**config.mk**
```make
export PLATFORM = sky130hd
export DESIGN_NAME = ispg_top
export DESIGN_NICKNAME = d
export VERILOG_FILES = /design/src/rtl/ispg_pkg.sv /design/src/rtl/ispg_tick.sv /design/src/rtl/ispg_stats.sv /design/src/rtl/ispg_top.sv
export SDC_FILE = /design/constraint.sdc
export NUM_CORES = 1
export LEC_CHECK = 0
export ABC_CLOCK_PERIOD_IN_PS = 3100
export BUFFER_PORTS_ARGS = -buffer_cell sky130_fd_sc_hd__buf_4
export CAP_MARGIN = 0
export CORE_MARGIN = 2
export CORE_UTILIZATION = 50
export DETAILED_ROUTE_END_ITERATION = 6
export PLACE_DENSITY = 0.65
export SETUP_SLACK_MARGIN = 0.1
export SYNTH_ARGS = -nofsm -noshare
export SYNTH_HDL_FRONTEND = slang
export SYNTH_SLANG_ARGS = --single-unit
```
**constraint.sdc**
```tcl
create_clock -name clock_i -period 3.1 [get_ports clock_i]
set_clock_uncertainty 0.05 [all_clocks]
set_input_delay 0.62 -clock clock_i [delete_from_list [all_inputs] [get_ports clock_i]]
set_output_delay 0.62 -clock clock_i [all_outputs]
set_load 0.05 [all_outputs]
```
**src/rtl/ispg_pkg.sv**
```systemverilog
// Constants shared by the image statistics and pixel grabber block
package ispg_pkg;
    localparam int unsigned SYS_CLK_MHZ  = 100;
    localparam int unsigned MAIN_CLK_MHZ = 24;
    localparam int unsigned ACC_W        = 7;
    localparam int unsigned ARRAY_SIDE   = 19;
    localparam int unsigned PIXEL_COUNT  = ARRAY_SIDE * ARRAY_SIDE;
    localparam int unsigned IDX_W        = 9;
    localparam int unsigned SUM_W        = 16;
    localparam int unsigned PIX_W        = 7;

    localparam logic [ACC_W-1:0] TICK_STEP = ACC_W'(MAIN_CLK_MHZ);
    localparam logic [ACC_W-1:0] TICK_MOD  = ACC_W'(SYS_CLK_MHZ);
    localparam logic [IDX_W-1:0] LAST_IDX  = IDX_W'(PIXEL_COUNT - 1);
    localparam logic [IDX_W-1:0] FIRST_IDX = 9'h000;

    localparam logic [7:0] FEATURE_MAX = 8'h80;

    localparam logic [7:0] ADDR_FEATURE  = 8'h06;
    localparam logic [7:0] ADDR_EXP_HIGH = 8'h07;
    localparam logic [7:0] ADDR_EXP_LOW  = 8'h08;
    localparam logic [7:0] ADDR_BRIGHT   = 8'h09;
    localparam logic [7:0] ADDR_SUM      = 8'h0A;
    localparam logic [7:0] ADDR_DARK     = 8'h0B;
    localparam logic [7:0] ADDR_CAPTURE  = 8'h0C;

    localparam logic [15:0] RST_EXPOSURE = 16'h0064;
    localparam logic [7:0]  RST_FEATURE  = 8'h00;
    localparam logic [6:0]  RST_PIXEL    = 7'h00;
    localparam logic [7:0]  RST_SUM      = 8'h00;
    localparam logic [7:0]  READ_ZERO    = 8'h00;
    localparam logic [15:0] EXP_SAT      = 16'hFFFF;
    localparam logic [6:0]  PIX_FULL     = 7'h7F;

    typedef enum logic [1:0] {
        ISPG_IDLE,
        ISPG_WAIT,
        ISPG_ARMED,
        ISPG_HELD
    } ispg_grab_e;
endpackage : ispg_pkg

```
**src/rtl/ispg_tick.sv**
```systemverilog
// Fractional divider giving the main clock tick enable
`timescale 1ns/100ps
`default_nettype none
module ispg_tick
    import ispg_pkg::*;
(
    input  wire logic clock_i,
    input  wire logic rstn_i,
    output logic      tick_o
);
    logic [ACC_W-1:0] phase;
    logic [ACC_W:0]   next_phase;

    // Adds 24 per 100 MHz cycle and ticks on each wrap of 100
    always_comb begin
        next_phase = {1'b0, phase} + {1'b0, TICK_STEP};
    end

    always_ff @(posedge clock_i) begin
        if (!rstn_i) begin
            phase  <= '0;
            tick_o <= 1'b0;
        end else if (next_phase >= {1'b0, TICK_MOD}) begin
            phase  <= ACC_W'(next_phase - {1'b0, TICK_MOD});
            tick_o <= 1'b1;
        end else begin
            phase  <= next_phase[ACC_W-1:0];
            tick_o <= 1'b0;
        end
    end
endmodule : ispg_tick
`default_nettype wire

```
**src/rtl/ispg_stats.sv**
```systemverilog
// Per-frame brightest, darkest and summed pixel values and pixel position
`timescale 1ns/100ps
`default_nettype none
module ispg_stats
    import ispg_pkg::*;
(
    input  wire logic             clock_i,
    input  wire logic             rstn_i,
    input  wire logic             frame_start_i,
    input  wire logic             pixel_valid_i,
    input  wire logic [PIX_W-1:0] pixel_data_i,
    output logic      [IDX_W-1:0] pixel_pos_o,
    output logic                  frame_done_o,
    output logic      [PIX_W-1:0] peak_value_bits_o,
    output logic      [PIX_W-1:0] floor_value_bits_o,
    output logic      [7:0]       sum_value_bits_o
);
    logic [PIX_W-1:0] run_max;
    logic [PIX_W-1:0] run_min;
    logic [SUM_W-1:0] run_sum;
    logic [PIX_W-1:0] new_max;
    logic [PIX_W-1:0] new_min;
    logic [SUM_W-1:0] new_sum;
    logic             last_pix;

    always_comb begin
        new_max  = (pixel_data_i > run_max) ? pixel_data_i : run_max;
        new_min  = (pixel_data_i < run_min) ? pixel_data_i : run_min;
        new_sum  = run_sum + SUM_W'(pixel_data_i);
        last_pix = pixel_valid_i && (pixel_pos_o == LAST_IDX);
    end

    // Running values restart at each frame start
    always_ff @(posedge clock_i) begin
        if (!rstn_i || frame_start_i) begin
            pixel_pos_o <= FIRST_IDX;
            run_max     <= '0;
            run_min     <= PIX_FULL;
            run_sum     <= '0;
        end else if (pixel_valid_i && !(pixel_pos_o > LAST_IDX)) begin
            pixel_pos_o <= pixel_pos_o + 9'h001;
            run_max     <= new_max;
            run_min     <= new_min;
            run_sum     <= new_sum;
        end
    end

    // Results taken when the last of the 361 pixels arrives
    always_ff @(posedge clock_i) begin
        if (!rstn_i) begin
            frame_done_o       <= 1'b0;
            peak_value_bits_o  <= RST_PIXEL;
            floor_value_bits_o <= RST_PIXEL;
            sum_value_bits_o   <= RST_SUM;
        end else begin
            frame_done_o <= last_pix && !frame_start_i;
            if (last_pix && !frame_start_i) begin
                peak_value_bits_o  <= new_max;
                floor_value_bits_o <= new_min;
                sum_value_bits_o   <= new_sum[15:8];
            end
        end
    end
endmodule : ispg_stats
`default_nettype wire

```
**src/rtl/ispg_top.sv**
```systemverilog
// Image statistics test registers with single pixel grabber
// Summary of operation
// - Report feature count, clipped to 128
// - Exposure split into high and low bytes
// - Exposure counts main clock ticks while open
// - Brightest pixel in bits 6..0, bit 7 zero
// - Darkest pixel in bits 6..0, bit 7 zero
// - Pixel sum bits 15..8 exposed
// - Capture at most one pixel per frame
// - Valid read returns flag, advances, re-arms
// - 361 valid reads give whole image
// - A write to the capture register resets index and arms
// - Index follows imager readout order
//
// Decided for this implementation: the address-and-strobe port.
`timescale 1ns/100ps
`default_nettype none
module ispg_top
    import ispg_pkg::*;
(
    input  wire logic             clock_i,
    input  wire logic             rstn_i,
    input  wire logic [7:0]       reg_addr_i,
    input  wire logic [7:0]       reg_wdata_i,
    input  wire logic             reg_write_i,
    input  wire logic             reg_read_i,
    output logic      [7:0]       reg_rdata_o,
    input  wire logic             frame_start_i,
    input  wire logic             pixel_valid_i,
    input  wire logic [PIX_W-1:0] pixel_data_i,
    input  wire logic             shutter_open_i,
    input  wire logic [7:0]       surface_feature_count_i,
    output logic                  frame_done_o,
    output logic                  main_tick_o
);
    logic             tick;
    logic [IDX_W-1:0] pixel_pos;
    logic             frame_done;
    logic [PIX_W-1:0] peak_value_bits;
    logic [PIX_W-1:0] floor_value_bits;
    logic [7:0]       sum_value_bits;

    logic [7:0]       surface_feature_count;
    logic [15:0]      exposure;
    logic [15:0]      exposure_run;
    logic             shutter_prev;
    logic [7:0]       exposure_low_frozen;
    logic             low_frozen;

    ispg_grab_e       grab_state;
    ispg_grab_e       next_grab_state;
    logic [IDX_W-1:0] grab_index;
    logic [IDX_W-1:0] next_grab_index;
    logic [PIX_W-1:0] captured_pixel_value;
    logic             grab_hit;

    logic             rd_capture;
    logic             wr_capture;
    logic             rd_high;
    logic             rd_low;
    logic [7:0]       next_rdata;

    // Compares a bus address with a register offset
    function automatic logic addr_is(
        input logic [7:0] addr,
        input logic [7:0] offset
    );
        addr_is = (addr == offset);
    endfunction : addr_is

    // Clips the feature count to its documented ceiling
    function automatic logic [7:0] clip_features(
        input logic [7:0] count
    );
        clip_features = (count > FEATURE_MAX) ? FEATURE_MAX : count;
    endfunction : clip_features

    ispg_tick u_tick (
        .clock_i (clock_i),
        .rstn_i  (rstn_i),
        .tick_o  (tick)
    );

    ispg_stats u_stats (
        .clock_i            (clock_i),
        .rstn_i             (rstn_i),
        .frame_start_i      (frame_start_i),
        .pixel_valid_i      (pixel_valid_i),
        .pixel_data_i       (pixel_data_i),
        .pixel_pos_o        (pixel_pos),
        .frame_done_o       (frame_done),
        .peak_value_bits_o  (peak_value_bits),
        .floor_value_bits_o (floor_value_bits),
        .sum_value_bits_o   (sum_value_bits)
    );

    assign frame_done_o = frame_done;
    assign main_tick_o  = tick;

    // Bus decode
    always_comb begin
        rd_capture = reg_read_i && addr_is(reg_addr_i, ADDR_CAPTURE);
        wr_capture = reg_write_i && addr_is(reg_addr_i, ADDR_CAPTURE);
        rd_high    = reg_read_i && addr_is(reg_addr_i, ADDR_EXP_HIGH);
        rd_low     = reg_read_i && addr_is(reg_addr_i, ADDR_EXP_LOW);
    end

    // Feature count taken once per completed frame
    always_ff @(posedge clock_i) begin
        if (!rstn_i) begin
            surface_feature_count <= RST_FEATURE;
        end else if (frame_done) begin
            surface_feature_count <= clip_features(surface_feature_count_i);
        end
    end

    // Shutter edge tracking
    always_ff @(posedge clock_i) begin
        if (!rstn_i) begin
            shutter_prev <= 1'b0;
        end else begin
            shutter_prev <= shutter_open_i;
        end
    end

    // Open time counted in main clock ticks, saturating
    always_ff @(posedge clock_i) begin
        if (!rstn_i) begin
            exposure_run <= '0;
        end else if (shutter_open_i && !shutter_prev) begin
            exposure_run <= '0;
        end else if (shutter_open_i && tick && exposure_run != EXP_SAT) begin
            exposure_run <= exposure_run + 16'h0001;
        end
    end

    // Exposure of the last image, latched as the shutter closes
    always_ff @(posedge clock_i) begin
        if (!rstn_i) begin
            exposure <= RST_EXPOSURE;
        end else if (!shutter_open_i && shutter_prev) begin
            exposure <= exposure_run;
        end
    end

    // High byte read holds the matching low byte until it is read
    always_ff @(posedge clock_i) begin
        if (!rstn_i) begin
            low_frozen          <= 1'b0;
            exposure_low_frozen <= RST_EXPOSURE[7:0];
        end else if (rd_high) begin
            low_frozen          <= 1'b1;
            exposure_low_frozen <= exposure[7:0];
        end else if (rd_low) begin
            low_frozen <= 1'b0;
        end
    end

    // Grabber hits when the stream reaches the selected pixel
    always_comb begin
        grab_hit = pixel_valid_i && (pixel_pos == grab_index) && !frame_start_i;
    end

    // Grabber sequencing
    always_comb begin
        next_grab_state = grab_state;
        next_grab_index = grab_index;
        if (wr_capture) begin
            next_grab_state = ISPG_WAIT;
            next_grab_index = FIRST_IDX;
        end else begin
            unique case (grab_state)
                ISPG_IDLE: begin
                    next_grab_state = ISPG_WAIT;
                end
                ISPG_WAIT: begin
                    if (frame_start_i) begin
                        next_grab_state = ISPG_ARMED;
                    end
                end
                ISPG_ARMED: begin
                    if (grab_hit) begin
                        next_grab_state = ISPG_HELD;
                    end else if (frame_start_i) begin
                        next_grab_state = ISPG_ARMED;
                    end
                end
                ISPG_HELD: begin
                    if (rd_capture) begin
                        next_grab_state = ISPG_WAIT;
                        if (grab_index == LAST_IDX) begin
                            next_grab_index = FIRST_IDX;
                        end else begin
                            next_grab_index = grab_index + 9'h001;
                        end
                    end
                end
            endcase
        end
    end

    always_ff @(posedge clock_i) begin
        if (!rstn_i) begin
            grab_state <= ISPG_IDLE;
            grab_index <= FIRST_IDX;
        end else begin
            grab_state <= next_grab_state;
            grab_index <= next_grab_index;
        end
    end

    // One pixel kept per arming, so never more than one per frame
    always_ff @(posedge clock_i) begin
        if (!rstn_i) begin
            captured_pixel_value <= RST_PIXEL;
        end else if (grab_state == ISPG_ARMED && grab_hit && !wr_capture) begin
            captured_pixel_value <= pixel_data_i;
        end
    end

    // Read data mux
    always_comb begin
        next_rdata = READ_ZERO;
        if (addr_is(reg_addr_i, ADDR_FEATURE)) begin
            next_rdata = surface_feature_count;
        end else if (addr_is(reg_addr_i, ADDR_EXP_HIGH)) begin
            next_rdata = exposure[15:8];
        end else if (addr_is(reg_addr_i, ADDR_EXP_LOW)) begin
            next_rdata = low_frozen ? exposure_low_frozen : exposure[7:0];
        end else if (addr_is(reg_addr_i, ADDR_BRIGHT)) begin
            next_rdata = {1'b0, peak_value_bits};
        end else if (addr_is(reg_addr_i, ADDR_SUM)) begin
            next_rdata = sum_value_bits;
        end else if (addr_is(reg_addr_i, ADDR_DARK)) begin
            next_rdata = {1'b0, floor_value_bits};
        end else if (addr_is(reg_addr_i, ADDR_CAPTURE)) begin
            if (grab_state == ISPG_HELD) begin
                next_rdata = {1'b1, captured_pixel_value};
            end else begin
                next_rdata = READ_ZERO;
            end
        end
    end

    // Read data stands only in the cycle after the strobe
    always_ff @(posedge clock_i) begin
        if (!rstn_i) begin
            reg_rdata_o <= READ_ZERO;
        end else if (reg_read_i) begin
            reg_rdata_o <= next_rdata;
        end else begin
            reg_rdata_o <= READ_ZERO;
        end
    end
endmodule : ispg_top
`default_nettype wire

```
* After elaboration in Yosys (flattened, before gate mapping)
Cells that the tools add are included.
** Word-level totals
- Output and inout port bits :: 10
- Logic and storage cells :: 99
- Bits of input ports :: 38
- Flip-flop bits (word level) :: 146
** Cells by class
- Eq/ne operators :: 16
- Magnitude comparators :: 5
- Bitwise operators :: 1
- Reduce and logical (&&, ||, !) cells :: 28
- Multiplexer cells :: 22
- $add $sub $neg :: 6
** Operator list (count)
- 8-bit 2-to-1 mux :: 10
- 8-bit by 4-bit equality test with 1-bit output (second input constant) :: 5
- 7-bit 2-to-1 mux :: 3
- 9-bit by 1-bit adder with 9-bit output (second input constant) :: 2
- 9-bit equality test (second input constant) :: 2
- 16-bit by 1-bit adder with 16-bit output (second input constant) :: 1
- 16-bit by 7-bit adder with 16-bit output :: 1
- 8-bit by 3-bit equality test with 1-bit output (second input constant) :: 2
- 16-bit != test (second input constant) :: 1
- 1-bit logical AND :: 15
- 9-bit equality test :: 1
- 9-bit greater-than comparator (second input constant) :: 1
- 9-bit 2-to-1 mux :: 1
- 7-bit by 5-bit adder with 8-bit output (second input constant) :: 1
- 8-bit by 7-bit greater-or-equal comparator with 1-bit output (second input constant) :: 1
- 8-bit greater-than comparator (second input constant) :: 1
- 2-bit one-hot mux with 4 select lines :: 1
- 7-bit greater-than comparator :: 1
- 7-bit < comparator :: 1
- 7-bit subtractor (second input constant) :: 1
- 1-bit zero test :: 6
- 2-bit 2-to-1 mux :: 3
- 2-bit equality test (second input constant) :: 2
- 1-bit 2-to-1 mux :: 4
- 9 further kinds :: 11

* Depth between registers and ports, before layout
- Word-level depth :: 9
- Mapped depth :: 9
- Gate-level depth less buffers :: 7

* Hierarchy
Synthesis repeated with hierarchy kept, for this count alone.
** Second synthesis, totals
- Cells, all modules :: 941
- Area total of the unflattened synthesis :: 7828.8 um^2
** By module, submodules not included
- ispg_top :: times used 1, seq. area each 1521.5 um^2, area an instance 3829.9 um^2, cells each 463
- ispg_stats :: times used 1, seq. area each 1241.2 um^2, area an instance 3458.3 um^2, cells each 416
- ispg_tick :: times used 1, seq. area each 120.1 um^2, area an instance 540.5 um^2, cells each 62

* Worst setup path before layout
OpenSTA, ideal clock, no wires.
- Path type :: input port to flip-flop
- From :: input pixel_data_i[0]
- To :: register u_stats.sum_value_bits_o[0]
- Path slack :: 0.619 ns
- Path buffers :: 1
- Library setup time :: 0.128 ns
- Stages :: 8
- Data required time :: 2.922 ns
- Arrival :: 2.303 ns
- Path through :: ha_1 > fa_1 > a211oi_1 > o21a_1 > or2_1 > clkbuf_1 > xor2_1 > a21oi_1
** On the way
- Longest elaborated chain between the ends :: 1
** RTL lines
- start: declaration :: RTL line ispg_top.sv:30 : input wire logic [PIX_W-1:0] pixel_data_i,
- 16-bit by 7-bit adder with 16-bit output :: RTL line ispg_stats.sv:29 : new_sum = run_sum + SUM_W'(pixel_data_i);
- end signal: assignment :: RTL line ispg_stats.sv:60 : sum_value_bits_o <= new_sum[15:8];
- end: declaration :: RTL line ispg_stats.sv:16 : output logic [7:0] sum_value_bits_o
Every way passes these cells.
A chain may end at the register's enable or synchronous reset.

* Worst setup path after layout
- From :: register u_stats.pixel_pos_o[0]
- To :: register u_stats.run_min[0]
** On the way
- Longest elaborated chain between the ends :: 3
** RTL lines
- start: declaration :: RTL line ispg_stats.sv:12 : output logic [IDX_W-1:0] pixel_pos_o,
- start signal: assignment :: RTL line ispg_stats.sv:41 : pixel_pos_o <= pixel_pos_o + 9'h001;
- 9-bit greater-than comparator :: RTL line ispg_stats.sv:40 : end else if (pixel_valid_i && !(pixel_pos_o > LAST_IDX)) begin
- 1-bit zero test :: RTL line ispg_stats.sv:40
- 1-bit logical AND :: RTL line ispg_stats.sv:40
- end signal: assignment :: RTL line ispg_stats.sv:43 : run_min <= new_min;
- end: declaration :: RTL line ispg_stats.sv:19 : logic [PIX_W-1:0] run_min;
Every way passes these cells.

==> results.md <==
- Dpl hpwl: roughly 13000 µm
- Vias in the first global route: roughly 6.5k
- Synth top area cells: dfxtp_1, ha_1, a21oi_1
- Dominant cell type by area after synthesis: dfxtp_1
- CP Max Fanout: 18
- Place WS: 0.350 ns
- Die Wd: 126 µm
- Ports: 48
- Seq/Total Area, Yosys: just under 40%
- YS warnings: 0
- Share of layout cells above drive strength 1: between 10 and 15%
- Post-CTS setup buffer count: 0
- GRT overflow: 0
- # fillers: about 1.3k
- Total GRT Usage: a little under a quarter
- #FFs+latches synth: 144
- Post-cts resize count: 0
- F_max: 404 MHz
- Clock buffer depth: 2
- EDFF count, synth: 0
- DR WL/cell: 16.5 µm
- Final worst path period share: around four fifths
- Synth Flop Type: dfxtp_1
- # setup viols final: 0
- CP Launch Type: register
- Worst Hold Class: reg2reg
- Area grow syn2layout: 14.6%
- Final hold violation count: 0
- Cell Rows: 44
- Port bufs: 39
- Die Span Y: between 100 and 150 µm
- Hold-fix buffers, CTS: 0
- Post-synthesis cell area: ~0.0075 mm²
- Required time of the critical path: between 3 and 4 ns
- Antenna Violating Nets Remaining: 0
- Core Box Area: 0.0146 mm²
- Cell Pwr Density: about 540 mW/mm²
- Minimum clock period: approximately 2.5 ns
- Post-Route WL: between 15000 and 20000 µm
- CTS clk-pin slew, worst paths: about 0.060 ns
- Drt pass-1 iters: 5
- Synth cell types: between 60 and 70
- Final Max Tran Viols: 0
- CTS root buffer: clkbuf_16
- # H-tree levels: 4
- DRT iter0 DRCs: 460
- Top cell type's share of synthesized area: between 30% and 40%
- Setup ws final: around 0.63 ns
- Async SR Flop Fraction: 0%
- Via density: 5.93
- Setup TNS: 0 ns
- Starting Density: 51.3%
- Max-cap violations: 0
- Clock Latency Late Sink: roughly 0.42 ns
- Run status: finished clean
- Final Net Count: roughly 990
- Vias: 6626
- # DRC: 0
- Initial antenna violation count: 0
- RSZ-0062 raised after global routing: false
- Worst rel slew slack: between 40% and 50%
- First-pass GRT wire length: ~31000 µm
- Diodes inserted: 0
- Syn Nets: a little under 1k
- Final Power: roughly 4.6 mW
- Slew @ Worst Pin: roughly 0.89 ns
- Mapped Cells: roughly 900
- Crit. End Element: register
- CTS tree: built
- Largest net degree at the start of global routing: 43
- Worst vdd ir: roughly 0.4 mV
- RePlAce Congestion: 0.827
- CTS buffer count: 17
- Arr. time, crit path: roughly 2.7 ns
- Die ar.: around 0.016 mm²
- Worst Setup Path Type: reg2reg
- Clk sinks: around 140
- Avg Cell Area, Syn: roughly 8.4 µm²
- P_leak: between 3 and 4 nW
==> synth_stat cells, drive strengths merged, types with 2 or more instances <==
master and instances:
o31ai 7, a21o 6, and4 4, and3 4, a31oi 12, and2 3, nand2 95, nor3 12
or4 9, a211o 3, o22ai 8, nand3b 12, buf 7, nand3 49, nor4bb 2, ha 33
nor2b 2, a32oi 2, nor3b 2, o2111ai 7, nand2b 14, clkbuf 38, nor4 11, o21a 4
a21boi 2, or3 4, o31a 2, xor2 32, mux2 12, nand4 20, or3b 3, dfxtp 144
xnor2 18, nor2 62, a22oi 6, o21ai 57, or2 2, a21oi 80, inv 34, o211ai 16
mux2i 27, and3b 3, a211oi 10
==> area by class of cell <==
type	count	area, µm²	share of cell area [%]
Inverter	35	131	1.53
Tap cell	184	230	2.68
Clock inverter	11	135	1.57
Sequential cell	144	2880	33.6
Multi-Input combinational cell	667	4300	50.1
Timing Repair Buffer	56	420	4.90
Clock buffer	21	480	5.60
==> metal layers <==
metal / vias up / GRT usage, % / routed length (µm)
met3: 22 / 5.31 / 832
li1: 3274 / - / -
met4: 0 / 8.02 / 233
met2: 156 / 39.5 / 8750
met5: - / 0 / 0
met1: 3174 / 30.1 / 8580
==> placed cells by master (no fill, tap or decap), drive strengths merged, types with 8 or more instances in the layout <==
cell type / n
dfxtp: 144
nand2: 95
a21oi: 80
nor2: 62
o21ai: 57
buf: 56
nand3: 49
inv: 34
ha: 33
xor2: 32
mux2i: 27
clkbuf: 21
nand4: 20
xnor2: 18
o211ai: 16
nand2b: 14
mux2: 12
nand3b: 12
a31oi: 12
nor3: 12
nor4: 11
a211oi: 10
or4: 9
o22ai: 8
==> report_power, final <==
part	switching, mW	leakage [nW]	total (mW)	internal, mW
clock network	0.780	0.304	2.12	1.34
registers	0.0474	1.16	1.95	1.90
logic	0.347	1.79	0.575	0.228
total	1.17	3.26	4.65	3.47
==> registers in the layout (all words and copies together) (netlist names) <==
signal                      flops
captured_pixel_value            7
exposure                       16
exposure_low_frozen             8
exposure_run                   16
grab_index                      9
grab_state                      2
low_frozen                      1
reg_rdata_o                     8
shutter_prev                    1
surface_feature_count           8
u_stats.floor_value_bits_o      7
u_stats.frame_done_o            1
u_stats.peak_value_bits_o       7
u_stats.pixel_pos_o             9
u_stats.run_max                 7
u_stats.run_min                 7
u_stats.run_sum                16
u_stats.sum_value_bits_o        8
u_tick.phase                    5
u_tick.tick_o                   1
==> cells by family (layout without fill, tap and decap cells) <==
logic type	count (synthesis)	count (layout)	synth area share, %
compound gates	229	229	18.5
xor+xnor	50	50	5.85
fa+ha+maj	34	34	5.78
buf+inv	80	123	4.16
flops	144	144	38.5
mux	39	39	5.41
simple gates	315	315	21.8
==> per-stage QoR <==
step                area, µm²  hold WS (ns)  util [%]  std cells
floorplan                7490         0.382         -        891
global placement         7970         0.390      54.6       1086
detailed placement       7970         0.399      54.6       1086
CTS                      8580         0.409      58.8       1118
global route             8580         0.424      58.8       1118
finish                   8580         0.406      58.8       1118
==> critical path: stages, from the launching register on <==
cell and delay, ns:
dfxtp_1 0.44, inv_1 0.11, ha_1 0.21, nand2b_1 0.18, a21oi_2 0.12, nor2_1 0.58
buf_4 0.37, a21oi_2 0.13, mux2i_1 0.16
==> worst paths after layout <==
check	startpoint	to	slack [ns]	cells past startpoint
hold / removal	u_stats.run_sum[3]$_SDFFE_PP0P_	u_stats.run_sum[3]$_SDFFE_PP0P_	0.41	2
setup reg to reg	u_stats.pixel_pos_o[0]$_SDFFE_PP0P_	u_stats.run_min[0]$_SDFFE_PP1P_	0.63	8
setup / recovery	u_stats.pixel_pos_o[0]$_SDFFE_PP0P_	u_stats.run_min[0]$_SDFFE_PP1P_	0.63	8
hold reg to reg	u_stats.run_sum[3]$_SDFFE_PP0P_	u_stats.run_sum[3]$_SDFFE_PP0P_	0.41	2
(Power assumes the default switching activity.)
